## src/amr_cfg.svh

```systemverilog
// Offsets, field positions, reset values and codes of the analog
// module register bank. Included by the clock divider and the register bank.
`ifndef AMR_CFG_SVH
`define AMR_CFG_SVH

// Register indexes; byte address is four times the index
`define AMR_IDX_LOAD_CTL  8'h03
`define AMR_IDX_DAC_IN    8'h04
`define AMR_IDX_DAC_OUT   8'h06
`define AMR_IDX_ADC_RES   8'h08
`define AMR_IDX_TEMP_OFS  8'h09
`define AMR_IDX_IRQ_EN    8'h0a
`define AMR_IDX_STATUS    8'h0b
`define AMR_IDX_OSC       8'h0c

// Reset values
`define AMR_IRQ_EN_RST    16'h0001
`define AMR_OSC_RST       16'h0002

// Writable bits per register
`define AMR_DATA_MASK     16'h0fff
`define AMR_IRQ_EN_MASK   16'h0077
`define AMR_OSC_MASK      16'h0fe7

// Field positions
`define AMR_LSEL_LSB      4
`define AMR_CDIV_LSB      5
`define AMR_IE_OVR        2
`define AMR_IE_RDY        1
`define AMR_ST_IO_LVL     15
`define AMR_ST_CORE_LVL   14
`define AMR_ST_XHF        11
`define AMR_ST_HFF        6
`define AMR_ST_VIOB       5
`define AMR_ST_DVB        4
`define AMR_ST_OVR        2
`define AMR_ST_RDY        1

// Load select codes
`define AMR_LS_EXT_RISE   3'h0
`define AMR_LS_SW         3'h1
`define AMR_LS_SW_ALT     3'h3
`define AMR_LS_EXT_FALL   3'h4
`define AMR_LS_SQUARE     3'h5

// Converter clock divider: terminal counts for divide by 1..16
`define AMR_DIV_LIM1      4'h0
`define AMR_DIV_LIM2      4'h1
`define AMR_DIV_LIM4      4'h3
`define AMR_DIV_LIM8      4'h7
`define AMR_DIV_LIM16     4'hf

`endif

```

## src/amr_pkg.sv

```systemverilog
// State types of the analog module register bank.
// Widths follow the 16-bit register image of the block.
package amr_pkg;

  typedef struct packed {
    logic prev;
  } amr_edge_s;

  typedef struct packed {
    logic [3:0] cnt;
    logic       tick;
  } amr_div_s;

  // State cleared by every reset
  typedef struct packed {
    logic [2:0]  load_sel;
    logic [11:0] dac_in;
    logic [11:0] dac_out;
    logic [11:0] dac_code;
    logic [11:0] adc_res;
    logic [15:0] temp_ofs;
    logic [15:0] irq_en;
    logic        ovr;
    logic        irq;
    logic        cpu_irq;
    logic        strobe_sel;
    logic [31:0] prdata;
    logic        pready;
    logic        pslverr;
  } amr_main_s;

  // State cleared by power-on reset only
  typedef struct packed {
    logic [15:0] osc;
    logic        rdy;
    logic        xhf;
    logic        hff;
    logic        viob;
    logic        dvb;
  } amr_por_s;

endpackage

```

## src/amr_edge.sv

```systemverilog
// Rising and falling edge detector for a level already synchronous
// to pclk. Edge pulses are combinational from the input.
`timescale 1ns/1ps
module amr_edge (
  input  wire logic pclk,
  input  wire logic presetn,
  input  wire logic level,
  output logic      rise,
  output logic      fall
);

  amr_pkg::amr_edge_s st_r;
  amr_pkg::amr_edge_s st_nxt;

  always_comb
  begin
    st_nxt      = st_r;
    st_nxt.prev = level;
  end

  always_ff @(posedge pclk or negedge presetn)
  begin
    if (!presetn)
      st_r <= '0;
    else
      st_r <= st_nxt;
  end

  assign rise = level & ~st_r.prev;
  assign fall = ~level & st_r.prev;

endmodule

```

## src/amr_clkdiv.sv

```systemverilog
// Converter clock divider producing a one-cycle tick per divided
// period. Assumes stop_mode is a level synchronous to pclk.
`timescale 1ns/1ps
`include "amr_cfg.svh"
module amr_clkdiv (
  input  wire logic       pclk,
  input  wire logic       presetn,
  input  wire logic [2:0] div_code,
  input  wire logic       stop_mode,
  output logic            adc_clk_tick
);

  amr_pkg::amr_div_s st_r;
  amr_pkg::amr_div_s st_nxt;
  logic [3:0]        lim;

  always_comb
  begin
    unique case (div_code)
      3'h0:    lim = `AMR_DIV_LIM1;
      3'h1:    lim = `AMR_DIV_LIM2;
      3'h2:    lim = `AMR_DIV_LIM4;
      3'h3:    lim = `AMR_DIV_LIM8;
      default: lim = `AMR_DIV_LIM16;
    endcase
    st_nxt = st_r;
    if (stop_mode)
    begin
      st_nxt.cnt  = 4'h0;
      st_nxt.tick = 1'b0;
    end
    else
    begin
      st_nxt.tick = (st_r.cnt >= lim);
      st_nxt.cnt  = (st_r.cnt >= lim) ? 4'h0 : st_r.cnt + 4'h1;
    end
  end

  always_ff @(posedge pclk or negedge presetn)
  begin
    if (!presetn)
      st_r <= '0;
    else
      st_r <= st_nxt;
  end

  assign adc_clk_tick = st_r.tick;

endmodule

```

## src/amr_regs.sv

```systemverilog
// Analog module register bank: DAC load control, ADC result and
// status flags, interrupt enables, temperature offset, clock control.
// Assumes an APB master on pclk and all pins synchronous to pclk.
// Operation
// - Select 000: copy input to output value on strobe rising edge.
// - Select 001: software write of input value also loads output.
// - Select 011 behaves exactly like 001.
// - Select 100: copy input to output value on strobe falling edge.
// - Select 101: feed input after falling, output after rising edge.
// - DAC data registers hold 12 bits; upper four read zero.
// - ADC result captured at falling edge of converter busy.
// - Temperature offset read-only, 12-bit value sign-extended to 16.
// - Interrupt enable resets to 0001h; bit 0 is spare storage.
// - Overrun enable bit 2 raises request while overrun flag set.
// - Ready enable bit 1 raises request while ready flag set.
// - Processor request needs global enable and module five mask.
// - Overrun set when busy falls while ready still set.
// - Ready set on conversion done, cleared by result read.
// - Status read clears all flags except supply level bits.
// - Overrun clears on any reset; other status on power-on only.
// - Divider codes give 1,2,4,8,16; codes above 100 give 16.
// - Divided converter clock stops in stop mode.
// - Oscillator control loads 0002h on power-on reset only.
// - Load, data, result and offset registers clear on any reset.
// - Busy high during conversion, falls when result is ready.
//
// Our own choice: the APB interface to the registers.
`timescale 1ns/1ps
`include "amr_cfg.svh"
module amr_regs (
  input  wire logic        pclk,
  input  wire logic        presetn,
  input  wire logic        por_n,
  input  wire logic        psel,
  input  wire logic        penable,
  input  wire logic        pwrite,
  input  wire logic [9:0]  paddr,
  input  wire logic [31:0] pwdata,
  output logic [31:0]      prdata,
  output logic             pready,
  output logic             pslverr,
  input  wire logic        external_load_strobe,
  input  wire logic        converter_busy,
  input  wire logic [11:0] adc_conv_data,
  input  wire logic [11:0] temp_trim,
  input  wire logic        io_supply_level,
  input  wire logic        core_supply_level,
  input  wire logic        xhf_ready,
  input  wire logic        hf_fail_evt,
  input  wire logic        io_brownout_evt,
  input  wire logic        core_brownout_evt,
  input  wire logic        global_interrupt_enable,
  input  wire logic        module_five_mask,
  input  wire logic        stop_mode,
  output logic [11:0]      analog_output,
  output logic             strobe_pin_select,
  output logic             analog_irq_req,
  output logic             cpu_irq,
  output logic [15:0]      oscillator_control,
  output logic             adc_clk_tick
);

  amr_pkg::amr_main_s m_r;
  amr_pkg::amr_main_s m_nxt;
  amr_pkg::amr_por_s  p_r;
  amr_pkg::amr_por_s  p_nxt;

  logic        ld_rise;
  logic        ld_fall;
  logic        busy_fall;
  logic [7:0]  idx;
  logic        hit;
  logic        wr;
  logic        rd;
  logic [15:0] rval;
  logic [15:0] st_img;
  logic        sw_load;

  amr_edge u_load_edge (
    .pclk    (pclk),
    .presetn (presetn),
    .level   (external_load_strobe),
    .rise    (ld_rise),
    .fall    (ld_fall)
  );

  // Completion of a conversion is the falling edge of busy
  amr_edge u_busy_edge (
    .pclk    (pclk),
    .presetn (presetn),
    .level   (converter_busy),
    .rise    (),
    .fall    (busy_fall)
  );

  amr_clkdiv u_clkdiv (
    .pclk         (pclk),
    .presetn      (presetn),
    .div_code     (p_r.osc[`AMR_CDIV_LSB +: 3]),
    .stop_mode    (stop_mode),
    .adc_clk_tick (adc_clk_tick)
  );

  // Status image; levels are live, the rest sticky
  always_comb
  begin
    st_img                   = 16'h0000;
    st_img[`AMR_ST_IO_LVL]   = io_supply_level;
    st_img[`AMR_ST_CORE_LVL] = core_supply_level;
    st_img[`AMR_ST_XHF]      = p_r.xhf;
    st_img[`AMR_ST_HFF]      = p_r.hff;
    st_img[`AMR_ST_VIOB]     = p_r.viob;
    st_img[`AMR_ST_DVB]      = p_r.dvb;
    st_img[`AMR_ST_OVR]      = m_r.ovr;
    st_img[`AMR_ST_RDY]      = p_r.rdy;
  end

  // Decode; only word-aligned addresses are mapped
  always_comb
  begin
    idx  = paddr[9:2];
    hit  = 1'b1;
    rval = 16'h0000;
    unique case (idx)
      `AMR_IDX_LOAD_CTL:
        rval = {9'h000, m_r.load_sel, 4'h0};
      `AMR_IDX_DAC_IN:
        rval = {4'h0, m_r.dac_in};
      `AMR_IDX_DAC_OUT:
        rval = {4'h0, m_r.dac_out};
      `AMR_IDX_ADC_RES:
        rval = {4'h0, m_r.adc_res};
      `AMR_IDX_TEMP_OFS:
        rval = m_r.temp_ofs;
      `AMR_IDX_IRQ_EN:
        rval = m_r.irq_en;
      `AMR_IDX_STATUS:
        rval = st_img;
      `AMR_IDX_OSC:
        rval = p_r.osc;
      default:
        hit = 1'b0;
    endcase
    if (paddr[1:0] != 2'b00)
      hit = 1'b0;
  end

  // A transfer takes effect only at the edge that ends its access phase
  assign wr = psel & penable & m_r.pready & pwrite & hit;
  assign rd = psel & penable & m_r.pready & ~pwrite & hit;

  always_comb
  begin
    m_nxt   = m_r;
    p_nxt   = p_r;
    sw_load = 1'b0;

    // One wait-free access phase: ready is raised from the setup cycle
    m_nxt.pready  = psel & ~penable;
    m_nxt.pslverr = psel & ~penable & ~hit;
    m_nxt.prdata  = 32'h0000_0000;
    if (psel && !penable && !pwrite && hit)
      m_nxt.prdata = {16'h0000, rval};

    // Register writes; read-only registers ignore writes
    if (wr)
    begin
      unique case (idx)
        `AMR_IDX_LOAD_CTL:
          m_nxt.load_sel = pwdata[`AMR_LSEL_LSB +: 3];
        `AMR_IDX_DAC_IN:
        begin
          m_nxt.dac_in = pwdata[11:0];
          sw_load      = 1'b1;
        end
        `AMR_IDX_DAC_OUT:
          m_nxt.dac_out = pwdata[11:0];
        `AMR_IDX_IRQ_EN:
          m_nxt.irq_en = pwdata[15:0] & `AMR_IRQ_EN_MASK;
        `AMR_IDX_OSC:
          p_nxt.osc = pwdata[15:0] & `AMR_OSC_MASK;
        default:
          ;
      endcase
    end

    // DAC load: strobe copies use the input value held before this cycle, software loads the written value
    unique case (m_r.load_sel)
      `AMR_LS_SW,
      `AMR_LS_SW_ALT:
        if (sw_load)
          m_nxt.dac_out = pwdata[11:0];
      `AMR_LS_EXT_RISE:
        if (ld_rise)
          m_nxt.dac_out = m_r.dac_in;
      `AMR_LS_EXT_FALL:
        if (ld_fall)
          m_nxt.dac_out = m_r.dac_in;
      default:
        ;
    endcase

    // Square wave swaps the converter source per strobe edge
    if (m_r.load_sel == `AMR_LS_SQUARE)
    begin
      if (ld_fall)
        m_nxt.dac_code = m_r.dac_in;
      else if (ld_rise)
        m_nxt.dac_code = m_r.dac_out;
    end
    else
      m_nxt.dac_code = m_nxt.dac_out;

    // Shared pin goes to the strobe in the edge-driven modes
    m_nxt.strobe_sel = (m_nxt.load_sel == `AMR_LS_EXT_RISE) ||
                       (m_nxt.load_sel == `AMR_LS_EXT_FALL) ||
                       (m_nxt.load_sel == `AMR_LS_SQUARE);

    m_nxt.temp_ofs = {{4{temp_trim[11]}}, temp_trim};

    // Read clears first, so events in the same cycle win
    if (rd && idx == `AMR_IDX_ADC_RES)
      p_nxt.rdy = 1'b0;
    if (rd && idx == `AMR_IDX_STATUS)
    begin
      m_nxt.ovr  = 1'b0;
      p_nxt.rdy  = 1'b0;
      p_nxt.xhf  = 1'b0;
      p_nxt.hff  = 1'b0;
      p_nxt.viob = 1'b0;
      p_nxt.dvb  = 1'b0;
    end

    if (busy_fall)
    begin
      m_nxt.adc_res = adc_conv_data;
      p_nxt.rdy     = 1'b1;
      if (p_r.rdy)
        m_nxt.ovr = 1'b1;
    end
    if (xhf_ready)
      p_nxt.xhf = 1'b1;
    if (hf_fail_evt)
      p_nxt.hff = 1'b1;
    if (io_brownout_evt)
      p_nxt.viob = 1'b1;
    if (core_brownout_evt)
      p_nxt.dvb = 1'b1;

    m_nxt.irq = (p_nxt.rdy & m_nxt.irq_en[`AMR_IE_RDY]) |
                (m_nxt.ovr & m_nxt.irq_en[`AMR_IE_OVR]);
    m_nxt.cpu_irq = m_nxt.irq & global_interrupt_enable &
                    module_five_mask;
  end

  // Cleared by every reset; enables come back as 0001h, strobe select as 1
  always_ff @(posedge pclk or negedge presetn)
  begin
    if (!presetn)
    begin
      m_r        <= '0;
      m_r.irq_en <= `AMR_IRQ_EN_RST;
      m_r.strobe_sel <= 1'b1;
    end
    else
      m_r <= m_nxt;
  end

  // Kept across every reset except power-on
  always_ff @(posedge pclk or negedge por_n)
  begin
    if (!por_n)
    begin
      p_r     <= '0;
      p_r.osc <= `AMR_OSC_RST;
    end
    else
      p_r <= p_nxt;
  end

  assign prdata             = m_r.prdata;
  assign pready             = m_r.pready;
  assign pslverr            = m_r.pslverr;
  assign analog_output      = m_r.dac_code;
  assign strobe_pin_select  = m_r.strobe_sel;
  assign analog_irq_req     = m_r.irq;
  assign cpu_irq            = m_r.cpu_irq;
  assign oscillator_control = p_r.osc;

endmodule

```

## config.mk

```make
export PLATFORM = sky130hd
export DESIGN_NAME = amr_regs
export DESIGN_NICKNAME = d
export VERILOG_FILES = /design/src/amr_pkg.sv /design/src/amr_edge.sv /design/src/amr_clkdiv.sv /design/src/amr_regs.sv
export VERILOG_INCLUDE_DIRS = /design/src
export SDC_FILE = /design/constraint.sdc
export NUM_CORES = 1
export LEC_CHECK = 0
export BUFFER_PORTS_ARGS = -buffer_cell sky130_fd_sc_hd__buf_2
export CAP_MARGIN = 20
export CORE_UTILIZATION = 49
export DETAILED_ROUTE_END_ITERATION = 10
export GPL_ROUTABILITY_DRIVEN = 0
export PLACE_DENSITY = 0.88
export SLEW_MARGIN = 20
export SYNTH_ARGS = -nofsm -noshare
export SYNTH_HDL_FRONTEND = slang
export SYNTH_SLANG_ARGS = --single-unit
```

## constraint.sdc

```tcl
create_clock -name pclk -period 2 [get_ports pclk]
set_clock_uncertainty 0.15 [all_clocks]
set_input_delay 0.2 -clock pclk [delete_from_list [all_inputs] [get_ports pclk]]
set_output_delay 0.2 -clock pclk [all_outputs]
set_load 0.005 [all_outputs]
```

==> impl_metrics.ini, run 1 <==
[clock_network]
htreeDepth = 3
path_clk_slew_ns = 0.08
cts_made_buffers = 9
cts-root-buf = clkbuf_16
cts_buffer_depth = 2
tritoncts = done
cts.sinks = 112
clock_latency_ns = 0.36

[cells_and_area]
drive_gt1_frac = 0.420
nNetsFinal = 814
n_antenna_cell = 0
most-common-layout-cells = 109 x dfrtp_1, 105 x buf_2, 62 x buf_4
final_util = 0.670
mostFrequentLayoutCell = dfrtp_1
fin_area_um2 = 8120
synthToLayoutAreaGrowth_pct = 32.7

[power]
p_total_mw = 4.66
p_leak_nw = 3.80
seqPwrFrac = 0.505
switching_share = 0.258
irDropWorstVdd_mv = 0.511
comb_power_share = 0.113
p_int_mw = 3.46
powerDensity_nw_per_um2 = 574
clkPwrFrac = 0.382
switching_power_mw = 1.20

[global_route]
grt_max_degree = 98
grt_pass1_vias = 5416
track_usage = 0.282
grt_pass1_wl_um = 27800
grt_overflow = 0
antenna_found_initial = 0

[timing]
period_needed_ns = 2.20
holdWs_ns = 0.0285
hold_viol_final = 0
max-slew-margin-rel = 0.596
setup_violations = 27
fmax_ghz = 0.454
tightest_slew_ns = 0.606
timing.final.ws_setup_ns = -0.201
slew_violations = 0
fin_crit_sh = 1.10
rsz0062_at_grt = yes

[floorplanning]
fp.dieW_um = 114
start_util = 0.505
die-area_um2 = 12900
core-area_um2 = 12100
rows = 40
pin_count = 149
die_height_um = 114

[logic_synthesis]
synth_area_leaders = dfrtp_1 45%, mux2_2 9.0%, buf_4 7.4%, mux2i_1 4.1%, nand2_1 3.3%
synthArstFlopShare = 1.00
syn_area_per_cell_um2 = 10.8
synthCells = 567
synth.top_cell.area_share = 0.446
synth.distinct_cells = 59
ys.flop_type = dfrtp_1
syn_area_um2 = 6110
synth_seq_area_share = 0.459
synth-edff-count = 0
ys_warn_count = 0
synth_seq_cells = 112
synth_area_leader_cell = dfrtp_1

[setup_path]
worstPathMaxFanout = 7
cp_data_required_time_ns = 2.11
cp.arrival_ns = 2.31
reg2reg_from = pready
crit_path_start_kind = register
crit_path_end_kind = register
cp-startpoint = pready
crit_type = reg2reg
ff2ff_setup_slack_ns = -0.20

[min_path]
min_path_type = in2reg
hold_path.startpoint = penable

[placed_design]
port-buffer-count = 106
hpwl_um = 12000
dp_slack_ns = -0.425
placedInstanceArea_um2 = 6820

[drt]
first_pass_iters = 5
avgViaCountPerCell = 6.07
antenna_left = 0
drc_errors = 0
drt-initial-drc-count = 511
via_count = 5443
drt-total-wl_um = 19600
wl_per_cell_um = 21.8

[run_status]
outcome = finished with violations
violations = negative setup slack

[job]
drv_cap = 0
[synthesized netlist by cell type, types with 3 or more instances]
master,n
nor3_1,3
clkbuf_1,28
nand4_1,5
o31ai_1,10
and3_1,5
mux2i_1,25
or3_1,4
a32oi_1,3
nor2b_1,6
nand3_1,9
dfrtp_1,109
mux2_1,13
dfstp_2,3
nand2b_1,4
mux2_4,10
nor2_1,23
a22oi_1,19
a21oi_1,15
mux2_2,49
o21ai_0,19
buf_2,3
nand2_1,53
o22a_1,6
a31oi_1,3
a21o_1,7
and2_1,4
o311ai_1,10
ha_1,7
buf_4,60
nor4bb_1,3
inv_1,7
a2bb2oi_1,3
[worst paths after layout]
| check | cells after the start | end |
|---|---|---|
| max in group asynchronous | 3 | pready |
| min in group asynchronous | 2 | oscillator_control[0] |
| min reg2reg | 1 | p_r[3] |
| max | 6 | analog_output[11] |
| min | 3 | pslverr |
| max reg2reg | 6 | analog_output[11] |
[sequential cells by signal, indices dropped and copies added, names as in the netlist, 4 cells and up]
name,count
u_clkdiv.st_r,4
prdata,15
m_r,58
oscillator_control,10
analog_output,12
p_r,5
[power groups by stage]
stage	Clock [mW]	Sequential [mW]	Combinational [mW]
after floorplan	0	2.38	0.219
after global placement	0	2.39	0.396
after detailed placement	0	2.40	0.415
after CTS	1.77	2.35	0.487
after global routing	1.89	2.36	0.563
final	1.78	2.35	0.525
[per-stage QoR]
step / TNS (ns) / cells
after global placement: -8.09 / 825
after global routing: -3.47 / 897
after CTS: -1.37 / 891
final: -2.47 / 897
after floorplan: -3.59 / 588
after detailed placement: -10.46 / 825
[critical path, cell delays in order (launching register included)]
cell and delay [ns]:
dfrtp_1 0.35, nand4_1 0.21, and4b_2 0.46, buf_12 0.20
mux2i_4 0.33, o311ai_4 0.12, mux2_4 0.28
[layout make-up]
| type | count | area [um^2] |
|---|---|---|
| clock inverter | 6 | 50.0 |
| sequential | 112 | 2810 |
| tap | 168 | 210 |
| inverter | 7 | 26.3 |
| timing repair buffer | 220 | 1570 |
| fill | 827 | 4000 |
| multi-input combinational | 374 | 3210 |
| clock buffer | 10 | 239 |
[cell families after synthesis]
family	after synthesis	share of synthesized area
xor+xnor	2	0.00287
mux	97	0.180
simple gates	135	0.112
fa+ha+maj	7	0.0143
buf+inv	102	0.103
flops	112	0.459
other cells	1	0.000613
compound gates	111	0.130
[layer usage]
metal | vias up | routed length (um) | track usage
met1 | 2665 | 7380 | 0.352
met3 | 99 | 1780 | 0.0616
met4 | 0 | 1120 | 0.120
met5 | - | 0 | 0
li1 | 2272 | - | -
met2 | 407 | 9320 | 0.473
[timing repair]
item / CTS / global route
endpoints found under the hold margin: 156 / 0
gates cloned: 1 / 1
endpoints found under the setup margin: 27 / 36
hold buffers: 45 / 0
resized for setup: 18 / 71
pin swaps: 4 / 9
setup buffers: 4 / 6
(Power assumes the default switching activity.)
==> inputs of run 2 (changes only) <==
--- a/config.mk
+++ b/config.mk
@@ -11,7 +11,9 @@
 export CORE_UTILIZATION = 49
 export DETAILED_ROUTE_END_ITERATION = 10
 export GPL_ROUTABILITY_DRIVEN = 0
+export MAX_ROUTING_LAYER = met4
 export PLACE_DENSITY = 0.88
+export REMOVE_ABC_BUFFERS = 1
 export SLEW_MARGIN = 20
 export SYNTH_ARGS = -nofsm -noshare
 export SYNTH_HDL_FRONTEND = slang
==> impl_metrics.ini, run 2 (same netlist as run 1, synthesis figures left out) <==
[timing]
slew_violations = 0
setup_violations = 26
fmax_ghz = 0.460
max-slew-margin-rel = 0.558
timing.final.ws_setup_ns = -0.172
rsz0062_at_grt = yes
tightest_slew_ns = 0.662
fin_tns_setup_ns = -2.17
period_needed_ns = 2.17
hold_viol_final = 0
fin_crit_sh = 1.09

[global_route]
met1_usage = 0.394
grt_overflow = 0
antenna_found_initial = 0
use_met3 = 0.0887
grt_max_degree = 98
top_usage_layer = met2
grt_pass1_vias = 5652
track_usage = 0.332
met2_usage = 0.519
grt_pass1_wl_um = 31300

[clock_network]
htreeDepth = 3
cts_made_buffers = 9
clock_latency_ns = 0.36
cts_buffer_depth = 2
path_clk_slew_ns = 0.08
cts-root-buf = clkbuf_16
cts.sinks = 112
tritoncts = done

[placed_design]
hpwl_um = 11900
port-buffer-count = 106
dpl.cell_count = 825

[min_path]
min_path_type = in2reg
hold_path.startpoint = pwdata[8]

[setup_path]
cp-startpoint = oscillator_control[7]
crit_chain = or3_1 -> ha_1 -> nand2b_4 -> a21o_1 -> a21o_1 -> a211oi_2 -> and2_1
critPathTopFamily = simple AND/OR/NAND/NOR gates
path_buf_inv = 0
crit_path_start_kind = register
cp_data_required_time_ns = 2.14
crit_slowest_cell = dfrtp_1
worstPathMaxFanout = 4
crit_path_end_kind = register
path_common_cell = a21o_1
reg2reg_from = oscillator_control[7]
critical-path-max-stage-delay_ns = 0.38
crit_type = reg2reg
cp.arrival_ns = 2.32

[drt]
via_count = 5573
wl_per_cell_um = 22.9
antenna_left = 0
first_pass_iters = 8
drt-initial-drc-count = 681
avgViaCountPerCell = 6.24
drt-total-wl_um = 20500
drc_errors = 0

[power]
irDropWorstVdd_mv = 0.523
powerDensity_nw_per_um2 = 605
p_leak_nw = 3.71

[cells_and_area]
largest_reg_flops = 58
top_register = m_r
drive_gt1_frac = 0.392
mostFrequentLayoutCell = dfrtp_1
final-instance-count-excl-fill = 893
synthToLayoutAreaGrowth_pct = 29.4
most-common-layout-cells = 109 x dfrtp_1, 103 x buf_2, 60 x buf_4
n_antenna_cell = 0
nNetsFinal = 810

[floorplanning]
die_height_um = 114
start_util = 0.505
core-area_um2 = 12100
fp.dieW_um = 114
pin_count = 149
die-area_um2 = 12900
rows = 40

[job]
drv_cap = 0

[run_status]
outcome = finished with violations
violations = negative setup slack
[run 2: changes by cell type in the layout (fill, tap and decap cells not counted), moves of 4 or more]
| cell | before | now |
|---|---|---|
| mux2_1 | 4 | 13 |
| mux2_2 | 36 | 40 |
| mux2_4 | 32 | 19 |
| mux2i_1 | 14 | 19 |
| mux2i_4 | 7 | 3 |
| o311ai_1 | 0 | 5 |
| o311ai_2 | 0 | 4 |
| o311ai_4 | 10 | 1 |
[run 2: worst register-to-register path: cells and delay by family, from the launching register on]
| family | cells | cell delay, ns |
|---|---|---|
| and+or+nand+nor | 3 | 0.69 |
| AOI/OAI and AO/OA | 3 | 0.62 |
| DFF | 1 | 0.38 |
| adders and majority gates | 1 | 0.28 |
[run 2: path summary, 6_finish.rpt]
path / endpoint / slack, ns / cells after the start
setup / recovery: u_clkdiv.st_r[1] / -0.17 / 7
hold / removal: oscillator_control[8] / 0.02 / 2
setup reg to reg: u_clkdiv.st_r[1] / -0.17 / 7
hold reg to reg: p_r[3] / 0.36 / 1
max in group asynchronous: strobe_pin_select / 1.00 / 3
min in group asynchronous: oscillator_control[8] / 0.15 / 2
[run 2: metrics by stage]
| step | power (mW) | utilization | hold slack, ns | instance area (um^2) | setup WS [ns] |
|---|---|---|---|---|---|
| floorplan | 2.54 | - | -0.246 | 5590 | -0.824 |
| global placement | 2.79 | 0.563 | -0.0136 | 6820 | -0.430 |
| detailed placement | 2.81 | 0.563 | -0.00894 | 6820 | -0.519 |
| CTS | 4.72 | 0.646 | 0.00784 | 7830 | -0.170 |
| global route | 4.94 | 0.654 | 0.0127 | 7920 | -0.232 |
| finish | 4.78 | 0.654 | 0.0174 | 7920 | -0.172 |
[run 2: power by group]
part	total (mW)	internal (mW)	switching, mW
clock network	1.90	1.01	0.881
registers	2.36	2.32	0.0388
logic	0.533	0.243	0.290
total	4.78	3.58	1.21
[run 2: final cells by class]
| class | count | area (um^2) |
|---|---|---|
| fill | 829 | 4200 |
| multi-input combinational | 374 | 2990 |
| sequential | 112 | 2810 |
| timing repair buffer | 216 | 1580 |
| clock buffer | 10 | 239 |
| tap | 168 | 210 |
| clock inverter | 6 | 66.3 |
| inverter | 7 | 26.3 |
[run 2: per-layer routing]
metal	wire [um]	up-vias	share of wire
li1	-	2260	-
met1	7340	2681	0.36
met2	9500	475	0.46
met3	2210	157	0.11
met4	1420	0	0.069
met5	0	-	0
[run 2: what timing repair did]
action,CTS,global route
hold buffers,43,0
gates cloned,2,0
gates resized for setup,34,18
pin swaps,10,7
hold endpoints to repair,151,0
endpoints found under the setup margin,26,41
buffers inserted,6,2
